$ cat src/shared/qsfh_pkg.sv
// Constants and types for the serial flash device-side interface front end
package qsfh_pkg;
    typedef enum logic [1:0] {LANE_SINGLE = 2'h0, LANE_DUAL = 2'h1, LANE_QUAD = 2'h2} qsfh_lane_e;
    typedef enum logic [1:0] {PH_IDLE = 2'h0, PH_OPCODE = 2'h1, PH_BODY = 2'h3} qsfh_phase_e;
    typedef enum logic [1:0] {ER_SECTOR = 2'h0, ER_BLK32 = 2'h1, ER_BLK64 = 2'h2, ER_CHIP = 2'h3} qsfh_erase_e;
    localparam int PIN_IO0 = 0;
    localparam int PIN_IO1 = 1;
    localparam int PIN_IO2 = 2;
    localparam int PIN_IO3 = 3;
    localparam int PIN_SCLK = 4;
    localparam int PIN_CSN = 5;
    localparam logic [5:0] SYNC_RESET = 6'h00;
    localparam logic [7:0] OP_QPI_ENTER = 8'h38;
    localparam logic [7:0] OP_QPI_EXIT = 8'hFF;
    localparam logic [7:0] OP_SOFT_RESET = 8'h99;
    localparam logic [1:0] SRP_HW = 2'h1;
    localparam int ADDR_W = 19;
    localparam logic [19:0] MEM_BYTES = 20'h80000;
    localparam logic [4:0] SECTOR_LSB = 5'h0C;
    localparam logic [4:0] BLK32_LSB = 5'h0F;
    localparam logic [4:0] BLK64_LSB = 5'h10;
    localparam logic [4:0] CHIP_LSB = 5'h13;
    localparam logic [2:0] SEC_SHIFT_MAX = 3'h3;
    localparam logic [8:0] PAGE_BYTES = 9'h100;
    localparam logic [63:0] UID_DEFAULT = 64'h0123456789ABCDEF;
endpackage

$ cat src/logic/qsfh_front.sv
// Device-side serial interface front end: framing, lanes, pause, protection
//
// Functional notes
// - Single-line mode: bits arrive on line 0, captured at serial clock rise.
// - Single-line mode: read bits leave on line 1, changed at serial clock fall.
// - Dual/quad lines are two-way: capture on rise, drive on fall.
// - Quad operation needs the quad enable bit; quad-instruction mode checks it only on entry.
// - Quad enable turns protect and pause pins into data lines 2 and 3.
// - Chip select high: deselected, every data line floats.
// - Internal write cycles carry on after chip select rises.
// - Chip select low selects; instruction bytes taken, read data returned.
// - After power-up nothing is taken before a chip select fall.
// - Pause low while selected floats outputs, ignores data and clock.
// - Pause release resumes exactly where the transfer stood.
// - Protect pin low refuses status writes when protect bits pick hardware mode.
// - Protect bits select a refused region, one sector up to whole array.
// - Page program takes one up to page-size bytes.
// - Erase granularity: sector, two block sizes, or whole chip.
// - Quad-instruction mode takes each opcode on four lines in two clocks.
// - A 64-bit unique identifier is readable by the host.
// - Serial clock may idle low or high at chip select edges.
// - Pause acts with clock low, otherwise after the next clock fall.
// - Enter/exit opcodes switch quad-instruction mode; reset returns single mode.
`timescale 1ns/1ps
module qsfh_front #(
    parameter logic [63:0] UID_VALUE = qsfh_pkg::UID_DEFAULT, // Arbitrary value
    parameter int PROG_LIMIT = 256
) (
    input wire logic clk_sys,
    input wire logic reset_n,
    input wire logic serial_clk,
    input wire logic chip_sel_n,
    input wire logic io_line0_in,
    output logic io_line0_out,
    output logic io_line0_oe_n,
    input wire logic io_line1_in,
    output logic io_line1_out,
    output logic io_line1_oe_n,
    input wire logic io_line2_in,
    output logic io_line2_out,
    output logic io_line2_oe_n,
    input wire logic io_line3_in,
    output logic io_line3_out,
    output logic io_line3_oe_n,
    input wire logic quad_enable_bit,
    input wire logic [1:0] status_protect_bits,
    input wire logic complement_bit,
    input wire logic sector_granularity_bit,
    input wire logic top_bottom_bit,
    input wire logic block_protect_2,
    input wire logic block_protect_1,
    input wire logic block_protect_0,
    input wire qsfh_pkg::qsfh_lane_e lane_width,
    input wire logic tx_enable,
    input wire logic [7:0] tx_data,
    output logic tx_taken,
    output logic [7:0] rx_data,
    output logic rx_valid,
    output logic rx_is_opcode,
    input wire logic prog_data,
    output logic [8:0] prog_byte_count,
    output logic selected,
    output logic paused,
    output logic quad_instruction_mode,
    output logic frame_end,
    output logic sr_write_ok,
    input wire logic [qsfh_pkg::ADDR_W-1:0] check_addr,
    output logic addr_protected,
    input wire qsfh_pkg::qsfh_erase_e erase_kind,
    output logic [qsfh_pkg::ADDR_W-1:0] erase_base,
    input wire logic [2:0] uid_index,
    output logic [7:0] uid_byte
);
    import qsfh_pkg::*;

    if (PROG_LIMIT < 1 || PROG_LIMIT > 256) begin : g_bad_limit
        $error("PROG_LIMIT must lie in 1..256");
    end

    localparam logic [8:0] PROG_MAX = 9'(PROG_LIMIT);

    function automatic logic [2:0] lane_bits(input qsfh_lane_e w);
        unique case (w)
            LANE_DUAL: lane_bits = 3'h2;
            LANE_QUAD: lane_bits = 3'h4;
            default: lane_bits = 3'h1;
        endcase
    endfunction

    function automatic logic [2:0] lane_last(input qsfh_lane_e w);
        unique case (w)
            LANE_DUAL: lane_last = 3'h3;
            LANE_QUAD: lane_last = 3'h1;
            default: lane_last = 3'h7;
        endcase
    endfunction

    // Top or bottom region check; complement flips the sense
    function automatic logic prot_hit(input logic [ADDR_W-1:0] a, input logic [2:0] bp,
                                      input logic tb, input logic sec, input logic cmp);
        logic [2:0] sh;
        logic [4:0] amt;
        logic [19:0] sz;
        logic hit;
        sh = (bp - 3'h1 > SEC_SHIFT_MAX) ? SEC_SHIFT_MAX : bp - 3'h1;
        amt = (sec ? SECTOR_LSB : BLK64_LSB) + {2'h0, sh};
        sz = 20'h00001 << amt;
        if (bp == 3'h0) begin
            hit = 1'b0;
        end else if (tb) begin
            hit = {1'b0, a} < sz;
        end else begin
            hit = {1'b0, a} >= MEM_BYTES - sz;
        end
        prot_hit = hit ^ cmp;
    endfunction

    function automatic logic [4:0] erase_lsb(input qsfh_erase_e k);
        unique case (k)
            ER_BLK32: erase_lsb = BLK32_LSB;
            ER_BLK64: erase_lsb = BLK64_LSB;
            ER_CHIP: erase_lsb = CHIP_LSB;
            default: erase_lsb = SECTOR_LSB;
        endcase
    endfunction

    logic [5:0] s1_r, s2_r, s3_r, filt_r, filt_d_r;
    logic [5:0] pins;
    logic sclk_rise, sclk_fall, cs_fall, cs_rise, cs_low;
    qsfh_phase_e phase_r;
    logic seen_high_r, qpi_r, pause_r, drive_r;
    logic hold_func, wp_low;
    qsfh_lane_e width_eff;
    logic [7:0] rx_sh_r, rx_next, tx_sh_r, tx_src;
    logic [2:0] rx_cnt_r, tx_cnt_r;
    logic [3:0] io_out_r;
    logic rx_valid_r, rx_is_op_r, tx_taken_r, frame_end_r;
    logic [8:0] prog_cnt_r;
    logic sr_ok_r, prot_r;
    logic [ADDR_W-1:0] erase_base_r;
    logic [7:0] uid_r;

    // Three stages; a level counts once stages two and three agree
    assign pins = {chip_sel_n, serial_clk, io_line3_in, io_line2_in, io_line1_in, io_line0_in};

    always_ff @(posedge clk_sys or negedge reset_n) begin
        if (!reset_n) begin
            s1_r <= SYNC_RESET;
            s2_r <= SYNC_RESET;
            s3_r <= SYNC_RESET;
            filt_r <= SYNC_RESET;
            filt_d_r <= SYNC_RESET;
        end else begin
            s1_r <= pins;
            s2_r <= s1_r;
            s3_r <= s2_r;
            filt_r <= (s2_r & s3_r) | (filt_r & (s2_r ^ s3_r));
            filt_d_r <= filt_r;
        end
    end

    // Clock edges are found only while chip select is low, so either idle clock level works
    assign cs_low = ~filt_r[PIN_CSN];
    assign cs_fall = filt_d_r[PIN_CSN] & ~filt_r[PIN_CSN];
    assign cs_rise = ~filt_d_r[PIN_CSN] & filt_r[PIN_CSN];
    assign sclk_rise = cs_low & ~filt_d_r[PIN_SCLK] & filt_r[PIN_SCLK] & ~pause_r;
    assign sclk_fall = cs_low & filt_d_r[PIN_SCLK] & ~filt_r[PIN_SCLK] & ~pause_r;

    // Quad enable repurposes the protect and pause pins as data lines
    assign hold_func = ~quad_enable_bit & ~qpi_r;
    assign wp_low = ~quad_enable_bit & ~filt_r[PIN_IO2];

    // Quad lanes demote to single when quad enable is clear
    always_comb begin
        if (qpi_r) begin
            width_eff = LANE_QUAD;
        end else if (phase_r != PH_BODY) begin
            width_eff = LANE_SINGLE;
        end else if (lane_width == LANE_QUAD && !quad_enable_bit) begin
            width_eff = LANE_SINGLE;
        end else begin
            width_eff = lane_width;
        end
    end

    // Power-up arming: only a real high-to-low select starts a frame
    always_ff @(posedge clk_sys or negedge reset_n) begin
        if (!reset_n) begin
            seen_high_r <= 1'b0;
        end else if (filt_r[PIN_CSN]) begin
            seen_high_r <= 1'b1;
        end
    end

    always_ff @(posedge clk_sys or negedge reset_n) begin
        if (!reset_n) begin
            phase_r <= PH_IDLE;
        end else if (!cs_low) begin
            phase_r <= PH_IDLE;
        end else if (cs_fall && seen_high_r) begin
            phase_r <= PH_OPCODE;
        end else if (rx_valid_r && phase_r == PH_OPCODE) begin
            phase_r <= PH_BODY;
        end
    end

    // Pause follows the pin only while the clock is low
    always_ff @(posedge clk_sys or negedge reset_n) begin
        if (!reset_n) begin
            pause_r <= 1'b0;
        end else if (!cs_low || !hold_func) begin
            pause_r <= 1'b0;
        end else if (!filt_r[PIN_SCLK]) begin
            pause_r <= ~filt_r[PIN_IO3];
        end
    end

    // Receive shifter; counters freeze during pause so release resumes in place
    always_comb begin
        unique case (width_eff)
            LANE_DUAL: rx_next = {rx_sh_r[5:0], filt_r[PIN_IO1], filt_r[PIN_IO0]};
            LANE_QUAD: rx_next = {rx_sh_r[3:0], filt_r[PIN_IO3:PIN_IO0]};
            default: rx_next = {rx_sh_r[6:0], filt_r[PIN_IO0]};
        endcase
    end

    always_ff @(posedge clk_sys or negedge reset_n) begin
        if (!reset_n) begin
            rx_sh_r <= 8'h00;
            rx_cnt_r <= 3'h0;
            rx_valid_r <= 1'b0;
            rx_is_op_r <= 1'b0;
            rx_data <= 8'h00;
        end else begin
            rx_valid_r <= 1'b0;
            if (phase_r == PH_IDLE) begin
                rx_cnt_r <= 3'h0;
            end else if (sclk_rise) begin
                rx_sh_r <= rx_next;
                if (rx_cnt_r == lane_last(width_eff)) begin
                    rx_cnt_r <= 3'h0;
                    rx_data <= rx_next;
                    rx_valid_r <= 1'b1;
                    rx_is_op_r <= phase_r == PH_OPCODE;
                end else begin
                    rx_cnt_r <= rx_cnt_r + 3'h1;
                end
            end
        end
    end

    // Mode switch acts on complete opcodes only
    always_ff @(posedge clk_sys or negedge reset_n) begin
        if (!reset_n) begin
            qpi_r <= 1'b0;
        end else if (rx_valid_r && rx_is_op_r) begin
            if (rx_data == OP_QPI_ENTER && quad_enable_bit) begin
                qpi_r <= 1'b1;
            end else if (rx_data == OP_QPI_EXIT || rx_data == OP_SOFT_RESET) begin
                qpi_r <= 1'b0;
            end
        end
    end

    // Transmit: a fresh byte is taken whenever the shifter runs dry
    assign tx_src = (tx_cnt_r == 3'h0) ? tx_data : tx_sh_r;

    always_ff @(posedge clk_sys or negedge reset_n) begin
        if (!reset_n) begin
            tx_sh_r <= 8'h00;
            tx_cnt_r <= 3'h0;
            io_out_r <= 4'h0;
            drive_r <= 1'b0;
            tx_taken_r <= 1'b0;
        end else begin
            tx_taken_r <= 1'b0;
            if (phase_r == PH_IDLE) begin
                tx_cnt_r <= 3'h0;
                drive_r <= 1'b0;
            end else if (sclk_fall) begin
                drive_r <= tx_enable;
                if (tx_enable) begin
                    tx_sh_r <= tx_src << lane_bits(width_eff);
                    tx_taken_r <= tx_cnt_r == 3'h0;
                    tx_cnt_r <= (tx_cnt_r == 3'h0) ? lane_last(width_eff) : tx_cnt_r - 3'h1;
                    unique case (width_eff)
                        LANE_DUAL: io_out_r <= {2'h0, tx_src[7:6]};
                        LANE_QUAD: io_out_r <= tx_src[7:4];
                        default: io_out_r <= {2'h0, tx_src[7], 1'b0};
                    endcase
                end
            end
        end
    end

    // Lines float whenever deselected or paused
    assign io_line0_out = io_out_r[0];
    assign io_line1_out = io_out_r[1];
    assign io_line2_out = io_out_r[2];
    assign io_line3_out = io_out_r[3];
    assign io_line1_oe_n = ~(drive_r & cs_low & ~pause_r);
    assign io_line0_oe_n = ~(drive_r & cs_low & ~pause_r & width_eff != LANE_SINGLE);
    assign io_line2_oe_n = ~(drive_r & cs_low & width_eff == LANE_QUAD);
    assign io_line3_oe_n = ~(drive_r & cs_low & width_eff == LANE_QUAD);

    // Frame end only reports; an internal write cycle outside is never aborted
    always_ff @(posedge clk_sys or negedge reset_n) begin
        if (!reset_n) begin
            frame_end_r <= 1'b0;
        end else begin
            frame_end_r <= cs_rise;
        end
    end

    // Page program byte count saturates at PROG_LIMIT
    always_ff @(posedge clk_sys or negedge reset_n) begin
        if (!reset_n) begin
            prog_cnt_r <= 9'h000;
        end else if (phase_r == PH_OPCODE) begin
            prog_cnt_r <= 9'h000;
        end else if (rx_valid_r && !rx_is_op_r && prog_data && prog_cnt_r < PROG_MAX) begin
            prog_cnt_r <= prog_cnt_r + 9'h001;
        end
    end

    always_ff @(posedge clk_sys or negedge reset_n) begin
        if (!reset_n) begin
            sr_ok_r <= 1'b0;
            prot_r <= 1'b1;
            erase_base_r <= '0;
            uid_r <= 8'h00;
        end else begin
            sr_ok_r <= !(status_protect_bits == SRP_HW && wp_low);
            prot_r <= prot_hit(check_addr, {block_protect_2, block_protect_1, block_protect_0},
                               top_bottom_bit, sector_granularity_bit, complement_bit);
            erase_base_r <= check_addr & ~((19'h00001 << erase_lsb(erase_kind)) - 19'h00001);
            uid_r <= 8'(UID_VALUE >> {uid_index, 3'h0});
        end
    end

    assign rx_valid = rx_valid_r;
    assign rx_is_opcode = rx_is_op_r;
    assign tx_taken = tx_taken_r;
    assign prog_byte_count = prog_cnt_r;
    assign selected = phase_r != PH_IDLE;
    assign paused = pause_r;
    assign quad_instruction_mode = qpi_r;
    assign frame_end = frame_end_r;
    assign sr_write_ok = sr_ok_r;
    assign addr_protected = prot_r;
    assign erase_base = erase_base_r;
    assign uid_byte = uid_r;

    chk_desel_float:
    assert property (@(posedge clk_sys) disable iff (!reset_n)
        !cs_low |-> io_line0_oe_n && io_line1_oe_n && io_line2_oe_n && io_line3_oe_n)
        else $error("data line driven while deselected");

    chk_pause_float:
    assert property (@(posedge clk_sys) disable iff (!reset_n) pause_r |-> io_line1_oe_n && !rx_valid_r)
        else $error("activity during pause");

    chk_arm_first:
    assert property (@(posedge clk_sys) disable iff (!reset_n) !seen_high_r |-> phase_r == PH_IDLE)
        else $error("frame started before chip select was seen high");

    chk_qpi_needs_qe:
    assert property (@(posedge clk_sys) disable iff (!reset_n) $rose(qpi_r) |-> $past(quad_enable_bit))
        else $error("quad-instruction mode entered without quad enable");

    chk_wp_refuse:
    assert property (@(posedge clk_sys) disable iff (!reset_n)
        (status_protect_bits == SRP_HW && wp_low) |=> !sr_ok_r)
        else $error("status write allowed under hardware protect");

    chk_frame_drop:
    assert property (@(posedge clk_sys) disable iff (!reset_n)
        cs_rise |=> phase_r == PH_IDLE ##1 rx_cnt_r == 3'h0)
        else $error("partial instruction survived deselect");

    chk_byte_on_rise:
    assert property (@(posedge clk_sys) disable iff (!reset_n) rx_valid_r |-> $past(sclk_rise))
        else $error("byte completed without a clock rise");

    chk_single_lane:
    assert property (@(posedge clk_sys) disable iff (!reset_n)
        width_eff == LANE_SINGLE |-> io_line0_oe_n && io_line2_oe_n)
        else $error("single mode drove the input line");

    chk_pause_timing:
    assert property (@(posedge clk_sys) disable iff (!reset_n) $rose(pause_r) |-> !$past(filt_r[PIN_SCLK]))
        else $error("pause started with clock high");
endmodule

$ cat config.mk
export PLATFORM = sky130hd
export DESIGN_NAME = qsfh_front
export DESIGN_NICKNAME = d
export VERILOG_FILES = /design/src/shared/qsfh_pkg.sv /design/src/logic/qsfh_front.sv
export SDC_FILE = /design/constraint.sdc
export NUM_CORES = 1
export LEC_CHECK = 0
export ABC_CLOCK_PERIOD_IN_PS = 4850
export BUFFER_PORTS_ARGS = -buffer_cell sky130_fd_sc_hd__buf_2
export CAP_MARGIN = 20
export CORE_ASPECT_RATIO = 0.9
export CORE_MARGIN = 2
export CORE_UTILIZATION = 25
export CTS_BUF_LIST = sky130_fd_sc_hd__clkbuf_4
export CTS_CLUSTER_SIZE = 14
export DETAILED_ROUTE_END_ITERATION = 8
export HOLD_SLACK_MARGIN = 0.12
export MAX_ROUTING_LAYER = met4
export PLACE_DENSITY = 0.44
export SLEW_MARGIN = 20
export SYNTH_ARGS = -nofsm -noshare
export SYNTH_HDL_FRONTEND = slang
export SYNTH_SLANG_ARGS = --single-unit
$ cat constraint.sdc
create_clock -name clk_sys -period 4.85 [get_ports clk_sys]
set_input_delay 0.7275 -clock clk_sys [delete_from_list [all_inputs] [get_ports clk_sys]]
set_output_delay 0.7275 -clock clk_sys [all_outputs]
set_load 0.02 [all_outputs]
==> key figures <==
Global route
  – Largest net degree at the start of global routing: 62
  – Vias in the first global route: 4475
  – Initial antenna violation count: 1
  – Overflow after GRT: 0
  – First-pass GRT wire length: 22.6 mm
  – GRT Util Overall: 0.123

Synth
  – Dominant synthesized flop cell: dfrtp_1
  – Synthesis warning total: 0
  – Leading post-synthesis cells by cell area: dfrtp_1, ha_1, nand2_1, a21oi_1, nor2_1
  – Unique cell type count in the Yosys netlist: 61
  – Avg Inst Size Synth: 10.0 µm²
  – Post-Syn Area: 5620 µm²
  – Ys async rst share: 1.00
  – Synthesized instance count: 559
  – Top cell type's share of synthesized area: 0.455
  – Seq cells post-synth: 103
  – Register area share after synthesis: 0.459
  – Synth area leader: dfrtp_1
  – Number of synthesized flops with an enable pin: 0

Clock network
  – Max H-tree Level: 3
  – Skew-Pair Late Insertion Delay: 0.48 ns
  – # hold bufs at CTS: 0
  – CTS Buf Count: 9
  – TritonCTS Sinks: 103
  – Clk pin slew, worst setup/hold paths: 0.16 ns
  – Post-CTS sizing: 0
  – Clk root buf: clkbuf_4
  – CTS tree: yes
  – CTS Buffer Depth: 2
  – Post-CTS Setup Inserts: 0

Worst hold path
  – Min-Delay Path Class: in2async

STA
  – Crit path time final: 4.03 ns
  – RSZ-0062 raised after global routing: false
  – Final Hold Viols: 0
  – Relative slew slack: 0.432
  – Hold slack: 0.308 ns
  – Tcrit/Tclk final: 0.832
  – Final slew viol count: 0
  – Worst-margin pin slew: 0.850 ns
  – Max Fclk: 0.248 GHz
  – Final setup fails: 0
  – Clock Skew: 0.0329 ns
  – Setup_tns: 0 ns

Finish
  – Ratio of cells with drive above 1 in the final layout: 0.227
  – Fill cells: 2427
  – Final Non-Filler Cells: 976
  – Multi-input logic area: 2860 µm²
  – Reg area: 2580 µm²
  – P&R area growth vs syn: 18.0%
  – Fin nets: 783
  – Final Cell Area: 6620 µm²

Place
  – RePlAce Congestion: 0.842
  – Port bufs: 112
  – Placed cells: 959
  – DP HPWL: 10.5 mm
  – Dpl cell area: 6480 µm²

Critical path
  – R2r endpoint: tx_sh_r[5]
  – CP Capture Point: addr_protected
  – Worst path bufs/invs: 2
  – Worst path depth: 17
  – CP required: 5.27 ns
  – CP max FO: 8
  – Crit path top cell by count: ha_1
  – Max incr delay on CP: 0.45 ns
  – Crit-path slowest cell: a2111oi_0
  – Setup crit start: block_protect_0
  – Reg-to-reg startpoint: quad_instruction_mode
  – CP startpoint kind: input pin
  – CP arrival: 4.46 ns
  – Worst setup path class: in2reg
  – Worst R2R Setup Slack: 2.17 ns
  – Crit-path cells: buf_2, inv_1, ha_1, ha_1, mux2_2, and3_1, nand2_1, ha_1, and2_1, nand2_1, xor2_1, ha_1, a2111oi_0, o211ai_1, o21ai_0, o211ai_2, xor2_1
  – FF-to-FF path depth: 9
  – Critical path capture point type: register
  – Largest delay share family, worst path: adder cells

Die
  – Row cnt: 52
  – IO Pins: 114
  – Core ar.: 22300 µm²
  – Effective utilization at floorplan: 0.252
  – Total die area: 23700 µm²
  – Die Y: 146 µm
  – Die W: 162 µm

Detailed routing
  – Antenna Nets Post-Route: 0
  – Vias per Instance: 4.46
  – Starting DRC count in detailed routing: 235
  – Met2 routed WL: 6.76 mm
  – Final wirelength: 13.7 mm
  – DR DRC count: 0
  – Met3 wire len: 501 µm
  – M1 wire length: 6.21 mm
  – Routed len/inst: 14.0 µm
  – DR top layer: met4
  – Via count: 4354
  – First-pass iteration count of the detailed router: 4

Pwr
  – Power per cell area: 299 nW/µm²
  – VDD IR max: 0.107 mV
  – P_leak: 0.00317 µW

Run status
  – Status: finished clean

Job
  – Max Cap Viol: 0
-- layout make-up --
class,instances,area share
sequential,103,0.389
timing repair buffer,115,0.0884
tap,297,0.0561
multi-input combinational,423,0.432
clock inverter,6,0.0104
clock buffer,10,0.0113
inverter,21,0.0119
antenna,1,0.000378
-- kinds of logic after synthesis --
logic type / Yosys count / share of synthesized area
other cells: 2 / 0.00134
fa+ha+maj: 57 / 0.127
simple gates: 193 / 0.180
compound gates: 124 / 0.135
xor+xnor: 13 / 0.0203
flops: 103 / 0.459
mux: 20 / 0.0368
buf+inv: 47 / 0.0403
-- flip-flops by register name, summed over array words and instances (netlist names), 2 cells and up --
signal / cells
filt_d_r: 2
s2_r: 6
tx_sh_r: 8
uid_byte: 4
rx_sh_r: 7
prog_byte_count: 9
erase_base: 19
filt_r: 6
s3_r: 6
rx_data: 8
s1_r: 6
tx_cnt_r: 3
phase_r: 2
io_out_r: 4
rx_cnt_r: 3
-- Yosys cell counts, types with 4 or more instances --
cell type  count
dfrtp_1      102
nand2_1       69
ha_1          57
a21oi_1       42
nor2_1        41
o21ai_0       26
inv_1         20
mux2i_1       15
o21ai_1       13
nand3_1       12
nor2b_1       12
a211oi_1       9
and2_1         9
buf_4          9
clkbuf_1       9
nand4_1        9
xor2_1         8
a21o_1         7
a22oi_1        7
buf_2          7
o31ai_1        6
nand2b_1       5
xnor2_1        5
mux2_2         4
nor3_1         4
-- cells in the final DEF, fill, tap and decap left out, types with 2 or more instances in the layout --
master | synthesis | final
a22oi_1 | 7 | 7
nor2_4 | 3 | 3
nand2_1 | 69 | 69
and2_1 | 9 | 9
nand3b_1 | 3 | 3
clkbuf_4 | 0 | 10
o211ai_1 | 2 | 2
a211oi_1 | 9 | 9
xor2_1 | 8 | 8
o21ai_0 | 26 | 26
inv_6 | 0 | 2
inv_1 | 20 | 20
conb_1 | 2 | 16
or3_1 | 3 | 3
and3_1 | 3 | 3
o21ai_1 | 13 | 13
or2_2 | 3 | 3
mux2_2 | 4 | 4
a2111oi_0 | 2 | 2
o21a_1 | 2 | 2
a21oi_1 | 42 | 42
nor3_1 | 4 | 4
ha_1 | 57 | 57
a31oi_1 | 2 | 2
dfrtp_1 | 102 | 102
nor2_1 | 41 | 41
xnor2_1 | 5 | 5
o31ai_1 | 6 | 6
buf_4 | 9 | 4
a21o_1 | 7 | 7
nand4_1 | 9 | 9
mux2i_1 | 15 | 15
nor4_1 | 2 | 2
nand2b_1 | 5 | 5
nand3_1 | 12 | 12
nor2b_1 | 12 | 12
buf_2 | 7 | 111
-- power breakdown --
part,total (µW),internal [µW],switching (µW)
logic,469,186,283
clock network,467,167,300
registers,1040,964,80.9
total,1980,1320,664
-- layer usage --
| layer | track usage | up-vias |
|---|---|---|
| met2 | 0.206 | 85 |
| met5 | - | - |
| li1 | - | 2169 |
| met1 | 0.152 | 2086 |
| met3 | 0.0264 | 14 |
| met4 | 0.0310 | 0 |
-- how the worst min path moves through the flow --
stage	from	to	slack [ns]	depth (start not counted)
detailed placement	s1_r[5]	s2_r[5]	0.34	0
floorplan	s1_r[0]	s2_r[0]	0.33	0
finish	reset_n	tx_sh_r[6]	0.31	1
global placement	s1_r[0]	s2_r[0]	0.34	0
CTS	chip_sel_n	s1_r[5]	0.28	1
global route	chip_sel_n	s1_r[5]	0.28	1
-- metrics by stage --
step / setup slack, ns / utilization / total power (µW)
final: 0.817 / 0.298 / 1980
after detailed placement: 0.355 / 0.291 / 1540
after global routing: 0.580 / 0.298 / 2130
after global placement: 0.533 / 0.291 / 1530
after CTS: 0.894 / 0.298 / 2030
after floorplan: 0.867 / - / 1370
Note: power is estimated with default switching activity, not from simulation.
